===== config.mk =====
export PLATFORM = sky130hd
export DESIGN_NAME = per_channel_idle_and_block_ctrl
export DESIGN_NICKNAME = d
export VERILOG_FILES = /design/src/verilog/per_channel_idle_and_block_ctrl.v
export VERILOG_INCLUDE_DIRS = /design/src /design/src/verilog
export SDC_FILE = /design/constraint.sdc
export NUM_CORES = 2
export LEC_CHECK = 0
export BUFFER_PORTS_ARGS = -buffer_cell sky130_fd_sc_hd__buf_2
export CORE_ASPECT_RATIO = 1.1
export CORE_MARGIN = 8
export CORE_UTILIZATION = 26
export CTS_CLUSTER_SIZE = 8
export DETAILED_ROUTE_END_ITERATION = 16
export HOLD_SLACK_MARGIN = 0.06
export SLEW_MARGIN = 20
export SYNTH_ARGS = -nofsm -noshare
export SYNTH_HDL_FRONTEND = slang
export SYNTH_HIERARCHICAL = 1
export SYNTH_SLANG_ARGS = --single-unit

===== constraint.sdc =====
create_clock -name clk_sys -period 30.5 [get_ports clk_sys]
set_input_delay 3.05 -clock clk_sys [delete_from_list [all_inputs] [get_ports clk_sys]]
set_output_delay 3.05 -clock clk_sys [all_outputs]
set_load 0.02 [all_outputs]

===== src/verilog/idle_block_map.vh =====
// register map, field layout, reset values and timing figures
// assumes 32-bit avalon-mm data with one register per aligned word
`ifndef IDLE_BLOCK_MAP_VH
`define IDLE_BLOCK_MAP_VH

// ==========================================================
// register indices (byte address = 4 * index)
`define IDX_TX_EN_CH1_8      8'h80
`define IDX_TX_EN_CH9_16     8'h81
`define IDX_TX_EN_CH17_24    8'h82
`define IDX_TX_EN_CH25_32    8'h83
`define IDX_RX_EN_CH1_8      8'h84
`define IDX_RX_EN_CH9_16     8'h85
`define IDX_RX_EN_CH17_24    8'h86
`define IDX_RX_EN_CH25_32    8'h87
`define IDX_RX_BLK_CH1_8     8'h88
`define IDX_RX_BLK_CH9_16    8'h89
`define IDX_RX_BLK_CH17_24   8'h8a
`define IDX_RX_BLK_CH25_32   8'h8b
`define IDX_TX_BLK_CH1_8     8'h8c
`define IDX_TX_BLK_CH9_16    8'h8d
`define IDX_TX_BLK_CH17_24   8'h8e
`define IDX_TX_BLK_CH25_32   8'h8f
`define IDX_IDLE_PTR         8'h7e
`define IDX_IDLE_CODE        8'h7f
`define IDX_MODE             8'h90
`define IDX_CHAN_STATUS      8'h91

// ==========================================================
// groups inside the 80h..8fh bank, selected by index bits 3:2
`define GRP_TX_EN            2'h0
`define GRP_RX_EN            2'h1
`define GRP_RX_BLK           2'h2
`define GRP_TX_BLK           2'h3

// ==========================================================
// fields
`define MODE_T1_BIT          0
`define IDLE_PTR_W           6
`define RX_ARRAY_BASE        1'b1
`define T1_LAST_CHAN         5'h17

// ==========================================================
// reset values
`define RST_REG8             8'h00
`define RST_MODE             1'b0

// ==========================================================
// bus timing in clk_sys cycles
`define BUS_WAIT_CYCLES      1

`endif


===== src/verilog/per_channel_idle_and_block_ctrl.v =====
// per-channel idle code substitution and channel blocking outputs,
// with a 16-word fifo on each data path and an avalon-mm register slave
// assumes framer channel indices 0..31 arrive synchronous to clk_sys
//
// Summary of operation
// - A transmit byte whose channel enable bit is set is replaced by its idle array entry, else passed as is.
// - A receive byte whose channel enable bit is set is replaced by its idle array entry, else passed as is.
// - Transmit enables for channels 9 to 16 sit in bits 0 to 7 of the second transmit enable register.
// - Transmit enables for channels 17 to 24 and 25 to 32 sit at 82h and 83h, bit 0 lowest channel.
// - Receive enables for channels 1 to 32 sit at 84h to 87h, eight per register, bit 0 lowest.
// - The receive block output is high through a channel time whose blocking bit is 1, else low.
// - The transmit block output is high through a channel time whose blocking bit is 1, else low.
// - Receive blocking bits for channels 1 to 32 sit at 88h to 8bh, bit 0 lowest of each group.
// - Transmit blocking bits for channels 1 to 32 sit at 8ch to 8fh, bit 0 lowest of each group.
// - In T1 mode blocking bits for channels 25 to 32 are ignored.
// - In T1 mode idle substitution applies to the first 24 channels only.
// - Idle codes come from a 64-byte array, 0..31 transmit and 32..63 receive.
`timescale 1ns/10ps
`include "idle_block_map.vh"

// ==========================================================
// fifo with registered output stage
module chan_byte_fifo #(
  parameter WIDTH = 13,
  parameter DEPTH = 16,
  parameter AW    = 4
) (
  input  wire             clk_sys,
  input  wire             rst,
  input  wire             in_valid,
  output reg              in_ready,
  input  wire [WIDTH-1:0] in_data,
  output reg              out_valid,
  input  wire             out_ready,
  output reg  [WIDTH-1:0] out_data
);

  reg  [WIDTH-1:0] mem [0:DEPTH-1];
  reg  [AW-1:0]    wr_ptr_q;
  reg  [AW-1:0]    rd_ptr_q;
  reg  [AW:0]      cnt_q;
  reg  [AW:0]      cnt_d;
  wire             push;
  wire             pop;

  // push on accepted input, pop into output register when free
  assign push = in_valid & in_ready;
  assign pop  = (cnt_q != {(AW+1){1'b0}}) & (~out_valid | out_ready);

  // occupancy next value
  always @*
  begin
    cnt_d = cnt_q;
    if (push & ~pop)
      cnt_d = cnt_q + {{AW{1'b0}}, 1'b1};
    else if (pop & ~push)
      cnt_d = cnt_q - {{AW{1'b0}}, 1'b1};
  end

  // storage, no reset needed
  always @(posedge clk_sys)
  begin
    if (push)
      mem[wr_ptr_q] <= in_data;
  end

  // pointers, count, ready and output stage
  always @(posedge clk_sys or posedge rst)
  begin
    if (rst)
    begin
      wr_ptr_q  <= {AW{1'b0}};
      rd_ptr_q  <= {AW{1'b0}};
      cnt_q     <= {(AW+1){1'b0}};
      in_ready  <= 1'b0;
      out_valid <= 1'b0;
      out_data  <= {WIDTH{1'b0}};
    end
    else
    begin
      cnt_q    <= cnt_d;
      in_ready <= (cnt_d != DEPTH); // back-pressure to the source
      if (push)
        wr_ptr_q <= wr_ptr_q + {{(AW-1){1'b0}}, 1'b1};
      if (pop)
      begin
        rd_ptr_q  <= rd_ptr_q + {{(AW-1){1'b0}}, 1'b1};
        out_data  <= mem[rd_ptr_q];
        out_valid <= 1'b1;
      end
      else if (out_ready)
        out_valid <= 1'b0;
    end
  end

endmodule

// ==========================================================
// idle code choice for one direction, ahead of its fifo
module idle_code_sel #(
  parameter NCH = 32
) (
  input  wire [NCH-1:0] en_bits,
  input  wire           t1_mode,
  input  wire [4:0]     chan,
  input  wire [7:0]     data_in,
  input  wire [7:0]     idle_code,
  output wire [7:0]     data_out
);

  wire chan_live;

  // channels past 24 have no time slot in t1 mode
  assign chan_live = ~t1_mode | (chan <= `T1_LAST_CHAN);
  // an enabled live channel carries the idle code, others pass
  // purely combinational: the fifo input stage registers the result
  assign data_out  = (en_bits[chan] & chan_live) ? idle_code : data_in;

endmodule

// ==========================================================
// top: register bank, idle array, substitution, block outputs
module per_channel_idle_and_block_ctrl #(
  parameter FIFO_DEPTH = 16,
  parameter FIFO_AW    = 4
) (
  input  wire        clk_sys,
  input  wire        rst,
  input  wire [9:0]  avs_address,
  input  wire        avs_read,
  input  wire        avs_write,
  input  wire [31:0] avs_writedata,
  output reg  [31:0] avs_readdata,
  output reg         avs_waitrequest,
  input  wire        tx_chan_start,
  input  wire [4:0]  tx_chan_idx,
  input  wire        rx_chan_start,
  input  wire [4:0]  rx_chan_idx,
  input  wire        tx_in_valid,
  output wire        tx_in_ready,
  input  wire [7:0]  tx_in_data,
  input  wire [4:0]  tx_in_chan,
  output wire        tx_out_valid,
  input  wire        tx_out_ready,
  output wire [7:0]  tx_out_data,
  output wire [4:0]  tx_out_chan,
  input  wire        rx_in_valid,
  output wire        rx_in_ready,
  input  wire [7:0]  rx_in_data,
  input  wire [4:0]  rx_in_chan,
  output wire        rx_out_valid,
  input  wire        rx_out_ready,
  output wire [7:0]  rx_out_data,
  output wire [4:0]  rx_out_chan,
  output reg         tx_channel_block_out,
  output reg         rx_channel_block_out
);

  // ========================================================
  // register state
  reg  [31:0] tx_en_q;
  reg  [31:0] rx_en_q;
  reg  [31:0] rx_blk_q;
  reg  [31:0] tx_blk_q;
  reg  [7:0]  idle_array [0:63];
  reg  [5:0]  idle_ptr_q;
  reg         t1_mode_q;
  reg  [4:0]  tx_chan_q;
  reg  [4:0]  rx_chan_q;
  reg  [31:0] rd_val;
  reg  [7:0]  bank_byte;
  wire [7:0]  reg_idx;
  wire        in_bank;
  wire        req;
  wire        wr_go;
  wire [4:0]  bit_sel;
  integer     i;

  // ========================================================
  // bus decode
  assign reg_idx = avs_address[9:2];
  assign in_bank = (reg_idx[7:4] == 4'h8);
  assign req     = avs_read | avs_write;
  assign wr_go   = avs_write & ~avs_waitrequest; // write lands at the accepting edge
  assign bit_sel = {reg_idx[1:0], 3'b000};

  // byte of the 80h..8fh bank at the addressed index
  always @*
  begin
    case (reg_idx[3:2])
      `GRP_TX_EN:  bank_byte = tx_en_q[bit_sel +: 8];
      `GRP_RX_EN:  bank_byte = rx_en_q[bit_sel +: 8];
      `GRP_RX_BLK: bank_byte = rx_blk_q[bit_sel +: 8];
      `GRP_TX_BLK: bank_byte = tx_blk_q[bit_sel +: 8];
      default:     bank_byte = `RST_REG8;
    endcase
  end

  // read value, unmapped reads as zero
  always @*
  begin
    rd_val = 32'h0000_0000;
    if (in_bank)
      rd_val = {24'h00_0000, bank_byte};
    else if (reg_idx == `IDX_IDLE_PTR)
      rd_val = {26'h000_0000, idle_ptr_q};
    else if (reg_idx == `IDX_IDLE_CODE)
      rd_val = {24'h00_0000, idle_array[idle_ptr_q]};
    else if (reg_idx == `IDX_MODE)
      rd_val = {31'h0000_0000, t1_mode_q};
    else if (reg_idx == `IDX_CHAN_STATUS)
      rd_val = {19'h0_0000, rx_chan_q, 3'h0, tx_chan_q};
  end

  // ========================================================
  // avalon handshake: one wait cycle, then accept
  always @(posedge clk_sys or posedge rst)
  begin
    if (rst)
    begin
      avs_waitrequest <= 1'b1;
      avs_readdata    <= 32'h0000_0000;
    end
    else
    begin
      if (req & avs_waitrequest)
      begin
        avs_waitrequest <= 1'b0;
        avs_readdata    <= rd_val;
      end
      else
        avs_waitrequest <= 1'b1;
    end
  end

  // ========================================================
  // control register writes
  always @(posedge clk_sys or posedge rst)
  begin
    if (rst)
    begin
      tx_en_q    <= 32'h0000_0000;
      rx_en_q    <= 32'h0000_0000;
      rx_blk_q   <= 32'h0000_0000;
      tx_blk_q   <= 32'h0000_0000;
      idle_ptr_q <= 6'h00;
      t1_mode_q  <= `RST_MODE;
    end
    else if (wr_go)
    begin
      if (in_bank)
      begin
        case (reg_idx[3:2])
          `GRP_TX_EN:  tx_en_q[bit_sel +: 8]  <= avs_writedata[7:0];
          `GRP_RX_EN:  rx_en_q[bit_sel +: 8]  <= avs_writedata[7:0];
          `GRP_RX_BLK: rx_blk_q[bit_sel +: 8] <= avs_writedata[7:0];
          `GRP_TX_BLK: tx_blk_q[bit_sel +: 8] <= avs_writedata[7:0];
          default:     tx_en_q <= tx_en_q;
        endcase
      end
      else if (reg_idx == `IDX_IDLE_PTR)
        idle_ptr_q <= avs_writedata[5:0];
      else if (reg_idx == `IDX_MODE)
        t1_mode_q <= avs_writedata[`MODE_T1_BIT];
    end
  end

  // idle code array, cleared at reset
  always @(posedge clk_sys or posedge rst)
  begin
    if (rst)
    begin
      for (i = 0; i < 64; i = i + 1)
        idle_array[i] <= `RST_REG8;
    end
    else if (wr_go & (reg_idx == `IDX_IDLE_CODE))
      idle_array[idle_ptr_q] <= avs_writedata[7:0];
  end

  // ========================================================
  // substitution on the way into each fifo
  wire [7:0] tx_idle;
  wire [7:0] rx_idle;
  wire [7:0] tx_sub;
  wire [7:0] rx_sub;

  // transmit uses entries 0..31, receive 32..63
  assign tx_idle = idle_array[{1'b0, tx_in_chan}];
  assign rx_idle = idle_array[{`RX_ARRAY_BASE, rx_in_chan}];

  // transmit channel selection
  idle_code_sel #(
    .NCH (32)
  ) u_tx_sel (
    .en_bits   (tx_en_q),
    .t1_mode   (t1_mode_q),
    .chan      (tx_in_chan),
    .data_in   (tx_in_data),
    .idle_code (tx_idle),
    .data_out  (tx_sub)
  );

  // receive channel selection
  idle_code_sel #(
    .NCH (32)
  ) u_rx_sel (
    .en_bits   (rx_en_q),
    .t1_mode   (t1_mode_q),
    .chan      (rx_in_chan),
    .data_in   (rx_in_data),
    .idle_code (rx_idle),
    .data_out  (rx_sub)
  );

  // transmit data fifo
  chan_byte_fifo #(
    .WIDTH (13),
    .DEPTH (FIFO_DEPTH),
    .AW    (FIFO_AW)
  ) u_tx_fifo (
    .clk_sys   (clk_sys),
    .rst       (rst),
    .in_valid  (tx_in_valid),
    .in_ready  (tx_in_ready),
    .in_data   ({tx_in_chan, tx_sub}),
    .out_valid (tx_out_valid),
    .out_ready (tx_out_ready),
    .out_data  ({tx_out_chan, tx_out_data})
  );

  // receive data fifo
  chan_byte_fifo #(
    .WIDTH (13),
    .DEPTH (FIFO_DEPTH),
    .AW    (FIFO_AW)
  ) u_rx_fifo (
    .clk_sys   (clk_sys),
    .rst       (rst),
    .in_valid  (rx_in_valid),
    .in_ready  (rx_in_ready),
    .in_data   ({rx_in_chan, rx_sub}),
    .out_valid (rx_out_valid),
    .out_ready (rx_out_ready),
    .out_data  ({rx_out_chan, rx_out_data})
  );

  // ========================================================
  // channel block outputs, changed only at channel boundaries
  // held for the whole channel time so a controller can gate its clock
  always @(posedge clk_sys or posedge rst)
  begin
    if (rst)
    begin
      tx_channel_block_out <= 1'b0;
      rx_channel_block_out <= 1'b0;
      tx_chan_q            <= 5'h00;
      rx_chan_q            <= 5'h00;
    end
    else
    begin
      if (tx_chan_start)
      begin
        tx_chan_q            <= tx_chan_idx;
        tx_channel_block_out <= tx_blk_q[tx_chan_idx]
                                & ~(t1_mode_q & (tx_chan_idx > `T1_LAST_CHAN));
      end
      if (rx_chan_start)
      begin
        rx_chan_q            <= rx_chan_idx;
        rx_channel_block_out <= rx_blk_q[rx_chan_idx]
                                & ~(t1_mode_q & (rx_chan_idx > `T1_LAST_CHAN));
      end
    end
  end

endmodule


== Word level (Yosys, flattened, before mapping) ==
Memories as Yosys holds them, arrays and structs flattened. A register that Yosys moved wholly into a read port is not among the register bits.
Index checks and enable logic that the tools add are counted.
Storage, ports and cells
  bits in registers: 722
  RAM bits: 416
  input bits: 88
  output and inout port bits: 65
  logic and storage cells: 219
  memories kept: 2
Operators by class
  $add $sub $neg: 9
  $lt $le $gt $ge: 12
  equal/unequal tests: 10
  shift operators: 6
  multiplexer cells: 45
  bitwise gates (word level): 37
  reduce and logical (&&, ||, !) cells: 12
Memory list
  u_rx_fifo.mem: depth 16, width 13, read ports 1, clocked after Yosys merged registers in 1, write ports 1, line per_channel_idle_and_block_ctrl.v:38  | reg [WIDTH-1:0] mem [0:DEPTH-1];
  u_tx_fifo.mem: depth 16, width 13, read ports 1, clocked after Yosys merged registers in 1, write ports 1, line per_channel_idle_and_block_ctrl.v:38
Operators with widths (count)
  $bwmux W512: 1
  $bmux W8 S6: 3
  $bwmux W32: 4
  $shiftx A32 B6 Y8: 4
  $mux W8: 9
  $mux W13: 5
  $demux W8 S6: 1
  $pmux W8 S4: 1
  $shift A8 B7 Y32 const A: 1
  $shiftx A8 B7 Y32: 1
  $lt A5 B6 Y1 const B: 4
  $ge A7 B7 Y1 const B: 3
  $bmux W1 S5: 4
  $mux W5: 4
  $and A1 B1 Y1: 17
  $add A4 B1 Y4 const B: 4
  $eq A8 B7 Y1 const B: 2
  $eq A8 B8 Y1 const B: 2
  $reduce_and A3 Y1: 5
  $not A6 Y7: 2
  $mux W1: 13
  $not A1 Y1: 12
  $add A5 B1 Y5 const B: 2
  $gt A5 B5 Y1 const B: 2
  other kinds (15): 25

== Longest topological paths before layout ==
  word-level depth: 7
  gate-level depth with buffers: 10
  gate-level depth less buffers: 8

== Modules after synthesis ==
The synthesis kept the hierarchy.
Modules (own cells, without submodules)
  per_channel_idle_and_block_ctrl: times used 1, cells an instance 2676, area each 35586.6 um^2, sequential area each 16842.4 um^2
  chan_byte_fifo at u_tx_fifo: times used 1, cells an instance 443, area each 9227.6 um^2, sequential area each 6946.7 um^2
  chan_byte_fifo at u_rx_fifo: times used 1, cells an instance 439, area each 9198.8 um^2, sequential area each 6946.7 um^2
  idle_code_sel: times used 2, cells an instance 34, area each 469.2 um^2, sequential area each 0.0 um^2

== Worst setup path before layout ==
Ideal clock, no wire load.
  path type: input-to-reg
  start: input tx_in_chan[0]
  end: memory u_tx_fifo.mem[0][0], data pin
  setup time: 0.276 ns
  arrival: 5.279 ns
  required time: 30.224 ns
  slack: 24.945 ns
  stages: 6
  buffers on the path: 2
  path through: clkbuf_1 > buf_2 > mux4_2 > mux4_2 > mux2_2 > mux2_4
On the way
  word-level cells in the longest chain between the ends: 5
  elaborated cells between the ends (all ways): 10
  those cells by class: 1 x order compare; 6 x mux; 3 x bitwise
RTL lines
  from (decl): line per_channel_idle_and_block_ctrl.v:142  | input wire [4:0] tx_in_chan,
  $not A5 Y7 (implied by the code): line per_channel_idle_and_block_ctrl.v:288  | assign tx_idle = idle_array[{1'b0, tx_in_chan}];
  $bmux W8 S6: line per_channel_idle_and_block_ctrl.v:288
  $mux W8 (implied by the code) (2 in a row): line per_channel_idle_and_block_ctrl.v:288
  named net tx_idle[0]: line per_channel_idle_and_block_ctrl.v:282  | wire [7:0] tx_idle;
  $mux W8: line per_channel_idle_and_block_ctrl.v:117  | assign data_out = (en_bits[chan] & chan_live) ? idle_code : data_in;
  named net tx_sub[0]: line per_channel_idle_and_block_ctrl.v:284  | wire [7:0] tx_sub;
  to (decl): line per_channel_idle_and_block_ctrl.v:38
The timed path passes the listed nets, and every way through them passes these cells. The select of a mux whose other input is x is not followed.

== Final worst setup path ==
  start: input avs_address[4]
  end: register idle_array[5] in the netlist's numbering
On the way
  word-level cells in the longest chain between the ends: 2
RTL lines
  from (decl): line per_channel_idle_and_block_ctrl.v:129  | input wire [9:0] avs_address,
  $eq A8 B7 Y1 (no line)
  $and A1 B1 Y1: line per_channel_idle_and_block_ctrl.v:276  | else if (wr_go & (reg_idx == `IDX_IDLE_CODE))
  to (signal, indexed assignment): line per_channel_idle_and_block_ctrl.v:274  | idle_array[i] <= `RST_REG8;
  to (signal, indexed assignment): line per_channel_idle_and_block_ctrl.v:277  | idle_array[idle_ptr_q] <= avs_writedata[7:0];
  to (decl): line per_channel_idle_and_block_ctrl.v:165  | reg [7:0] idle_array [0:63];
No other way between the ends.
A chain may end at the register's enable or synchronous reset.

==> summary.md <==
| Metric | Value |
|---|---|
| Combined area of all synthesized cells | `0.0550 mm^2` |
| Actual transition at the worst max-transition pin | `1.14 ns` |
| Post-layout min period | `6.19 ns` |
| Post-CTS clock slew at the launch and capture registers of the worst setup and hold paths | `0.05 ns` |
| Number of fill cells | `20.9k` |
| Worst-case setup margin in the final layout | `24.31 ns` |
| Die height | `498 um` |
| Commonest cells after routing, fill and taps aside | `sky130_fd_sc_hd__dfrtp_1, sky130_fd_sc_hd__mux2_2, sky130_fd_sc_hd__edfxtp_1` |
| Dpl cells | `6306` |
| Quantity of gates resized following cts | `0` |
| Arrival time of the worst setup path | `6.82 ns` |
| Endpoint type of the worst setup path | `flip-flop` |
| Cell variety after synth | `88` |
| Peak clock frequency supported by timing | `162 MHz` |
| Post-synth top flop | `sky130_fd_sc_hd__dfrtp_1` |
| Buffer count from post-CTS setup fixing | `0` |
| Share of async-settable or async-resettable flops after synthesis | `0.637` |
| Class of the tightest hold or removal check | `flip-flop to flip-flop` |
| Leakage power of the design | `25.9 nW` |
| Number of buffers created by CTS | `161` |
| Slew margin rel. | `0.241` |
| Utilization of the core after routing | `0.299` |
| Gr ovfl total | `0` |
| Avg Cell Area, Syn | `15.2 um^2` |
| NumNets Final | `3805` |
| Count of hold-fix buffers inserted at cts | `0` |
| TritonCTS clock tree | `built` |
| DRC violations left | `0` |
| Filler-free cell count of the finished design | `6558` |
| Worst-case clock skew | `0.0667 ns` |
| Fraction of final layout cells sized beyond drive strength 1 | `0.368` |
| Setup tns final | `0 ns` |
| First-pass GRT wire length | `241000 um` |
| X dimension of the die | `454 um` |
| Share of synthesized area occupied by flip-flops and latches | `0.559` |
| Detail Placement HPWL | `105000 um` |
| Pins Over Slew Limit | `0` |
| Maximum count of clock buffers along a single path | `3` |
| Status | `completed` |
| Cell area power density | `65.3 mW/mm^2` |
| Avg Vias per Cell | `5.17` |
| Post-route fraction of the period consumed by the critical path | `0.203` |
| CTS H-tree lvls | `4` |
| Number of synthesized register bits | `1145` |
| Cells after Synth | `3626` |
| Required time reported for the critical path endpoint | `31.13 ns` |
| Total power consumption of the routed design | `4.12 mW` |
| Post-detailed-route count of antenna-violating nets | `0` |
| Number of top-level pins | `153` |
| Clk root buf | `sky130_fd_sc_hd__clkbuf_16` |
| Average wire length per cell after detail routing | `25.0 um` |
| GRT Resource Usage Total | `0.141` |
| Number of cell rows | `177` |
| Number of optimization iterations in the first detailed-route pass | `6` |
| Number of antenna violations at the first check in global routing | `14` |
| Number of enable-type register cells in the synthesized netlist | `416` |
| Most common cell after layout, fill and taps aside | `sky130_fd_sc_hd__dfrtp_1` |
| Yosys warns | `6` |
| Max_cap viols | `0` |
| Layout-stage area growth over the synthesis result | `14.8%` |
| Final Hold Viols | `0` |
| Worst voltage drop across the vdd grid | `0.0000618 V` |
| Class of the most critical setup path | `input port to flip-flop` |
| Count of input and output buffers | `107` |
| Vias in the first global route | `34.6k` |
| Setup violations, final | `0` |
| Total detailed-routing wirelength | `164000 um` |
| Sink count of the clock tree | `1145` |
| Drt first-iter violations | `2876` |
| Crit path max fanout | `51` |
| Setup WS pre-CTS | `23.60 ns` |
| Core Region | `0.211 mm^2` |
| Area enclosed by the die boundary | `0.226 mm^2` |
| Vias after detailed routing | `33.9k` |
| Source-to-sink clock delay at the later pin of the worst-skew pair | `0.81 ns` |
| Final weighted congestion of routability-driven global placement | `0.885` |
| Effective utilization at floorplan | `0.261` |
| RSZ-0062 raised after global routing | `no` |
| Pin count of the biggest net entering global routing | `190` |
| Sort of element at the start of the critical path | `input port` |
-- cell families after synthesis --
| logic type | share of synthesized area |
|---|---|
| buf+inv | 0.0251 |
| flops | 0.559 |
| other cells | 0.0000682 |
| mux | 0.298 |
| compound gates | 0.0575 |
| simple gates | 0.0515 |
| xor+xnor | 0.00319 |
| fa+ha+maj | 0.00496 |
-- per-layer routing --
layer | up-vias | wire, um | track usage | share of wire
met4 | 8 | 8390 | 0.0680 | 0.051
li1 | 14200 | - | - | -
met3 | 385 | 10800 | 0.0278 | 0.066
met2 | 1230 | 78500 | 0.227 | 0.48
met5 | - | 60 | 0 | 0.00037
met1 | 18100 | 66000 | 0.181 | 0.40
-- report_power, final --
group | total [mW] | internal [mW] | switching, mW
Clock | 1.67 | 0.982 | 0.687
Combinational | 0.685 | 0.283 | 0.402
Sequential | 1.77 | 1.70 | 0.0622
Total | 4.12 | 2.97 | 1.15
-- layout make-up --
cell class / instances / area [um^2] / share of cell area
Antenna cell: 7 / 17.5 / 0.000278
Clock buffer: 228 / 4280 / 0.0679
Clock inverter: 16 / 413 / 0.00655
Inverter: 19 / 78.8 / 0.00125
Multi-Input combinational cell: 2192 / 22900 / 0.364
Sequential cell: 1145 / 30800 / 0.488
Tap cell: 2774 / 3470 / 0.0550
Timing Repair Buffer: 177 / 1110 / 0.0176
-- registers in the layout, indices dropped and copies added, names as in the netlist, 4 cells and up --
name and cells:
u_rx_fifo/cnt_q 5, u_tx_fifo/mem 208, u_rx_fifo/out_data 13, tx_blk_q 32, u_rx_fifo/rd_ptr_q 4, u_tx_fifo/wr_ptr_q 4
u_tx_fifo/cnt_q 5, idle_array 512, tx_en_q 32, u_tx_fifo/out_data 13, tx_chan_q 5, rx_en_q 32
rx_blk_q 32, u_rx_fifo/mem 208, u_tx_fifo/rd_ptr_q 4, avs_readdata 13, u_rx_fifo/wr_ptr_q 4, idle_ptr_q 6
rx_chan_q 5
-- cell usage after synthesis, types with 30 or more instances --
library cell / count / area share
sky130_fd_sc_hd__nand2_1: 291 / 0.020
sky130_fd_sc_hd__o22ai_1: 58 / 0.0066
sky130_fd_sc_hd__edfxtp_1: 416 / 0.23
sky130_fd_sc_hd__a221oi_1: 48 / 0.0077
sky130_fd_sc_hd__buf_4: 30 / 0.0041
sky130_fd_sc_hd__nor2_1: 46 / 0.0031
sky130_fd_sc_hd__mux2i_1: 129 / 0.023
sky130_fd_sc_hd__a22oi_1: 39 / 0.0053
sky130_fd_sc_hd__a21oi_1: 36 / 0.0033
sky130_fd_sc_hd__buf_2: 75 / 0.0068
sky130_fd_sc_hd__mux4_2: 357 / 0.15
sky130_fd_sc_hd__mux2_2: 585 / 0.12
sky130_fd_sc_hd__clkbuf_1: 159 / 0.011
sky130_fd_sc_hd__o21ai_0: 169 / 0.015
sky130_fd_sc_hd__and2_1: 32 / 0.0036
sky130_fd_sc_hd__dfrtp_1: 728 / 0.33
-- path summary, 6_finish.rpt --
check / to / slack (ns) / startpoint / cells past startpoint
max in group asynchronous: idle_array[227]$_DFFE_PP0P_ / 24.80 / rst / 5
worst min-delay path: u_tx_fifo/rd_ptr_q[2]$_DFFE_PP0P_ / 0.47 / u_tx_fifo/rd_ptr_q[2]$_DFFE_PP0P_ / 1
worst max-delay path: idle_array[5]$_DFFE_PP0P_ / 24.31 / avs_address[4] / 8
min in group asynchronous: u_tx_fifo/out_data[1]$_DFFE_PP0P_ / 2.48 / rst / 3
worst max register to register: idle_array[53]$_DFFE_PP0P_ / 25.42 / idle_ptr_q[0]$_DFFE_PP0P_ / 7
worst min register to register: u_tx_fifo/rd_ptr_q[2]$_DFFE_PP0P_ / 0.47 / u_tx_fifo/rd_ptr_q[2]$_DFFE_PP0P_ / 1
-- stage by stage --
step	hold slack (ns)	cell area [um^2]
floorplan	0.458	55000
global placement	0.454	58300
detailed placement	0.455	58300
CTS	0.466	63000
global route	0.484	63100
finish	0.466	63100
-- critical path: stages --
cell                      delay, ns
sky130_fd_sc_hd__buf_2         0.08
sky130_fd_sc_hd__buf_4         0.59
sky130_fd_sc_hd__nand4_1       0.51
sky130_fd_sc_hd__nor2_2        0.43
sky130_fd_sc_hd__nand4_1       0.35
sky130_fd_sc_hd__nor2_2        0.93
sky130_fd_sc_hd__nand2_2       0.45
sky130_fd_sc_hd__mux2_2        0.40
(Power assumes the default switching activity.)
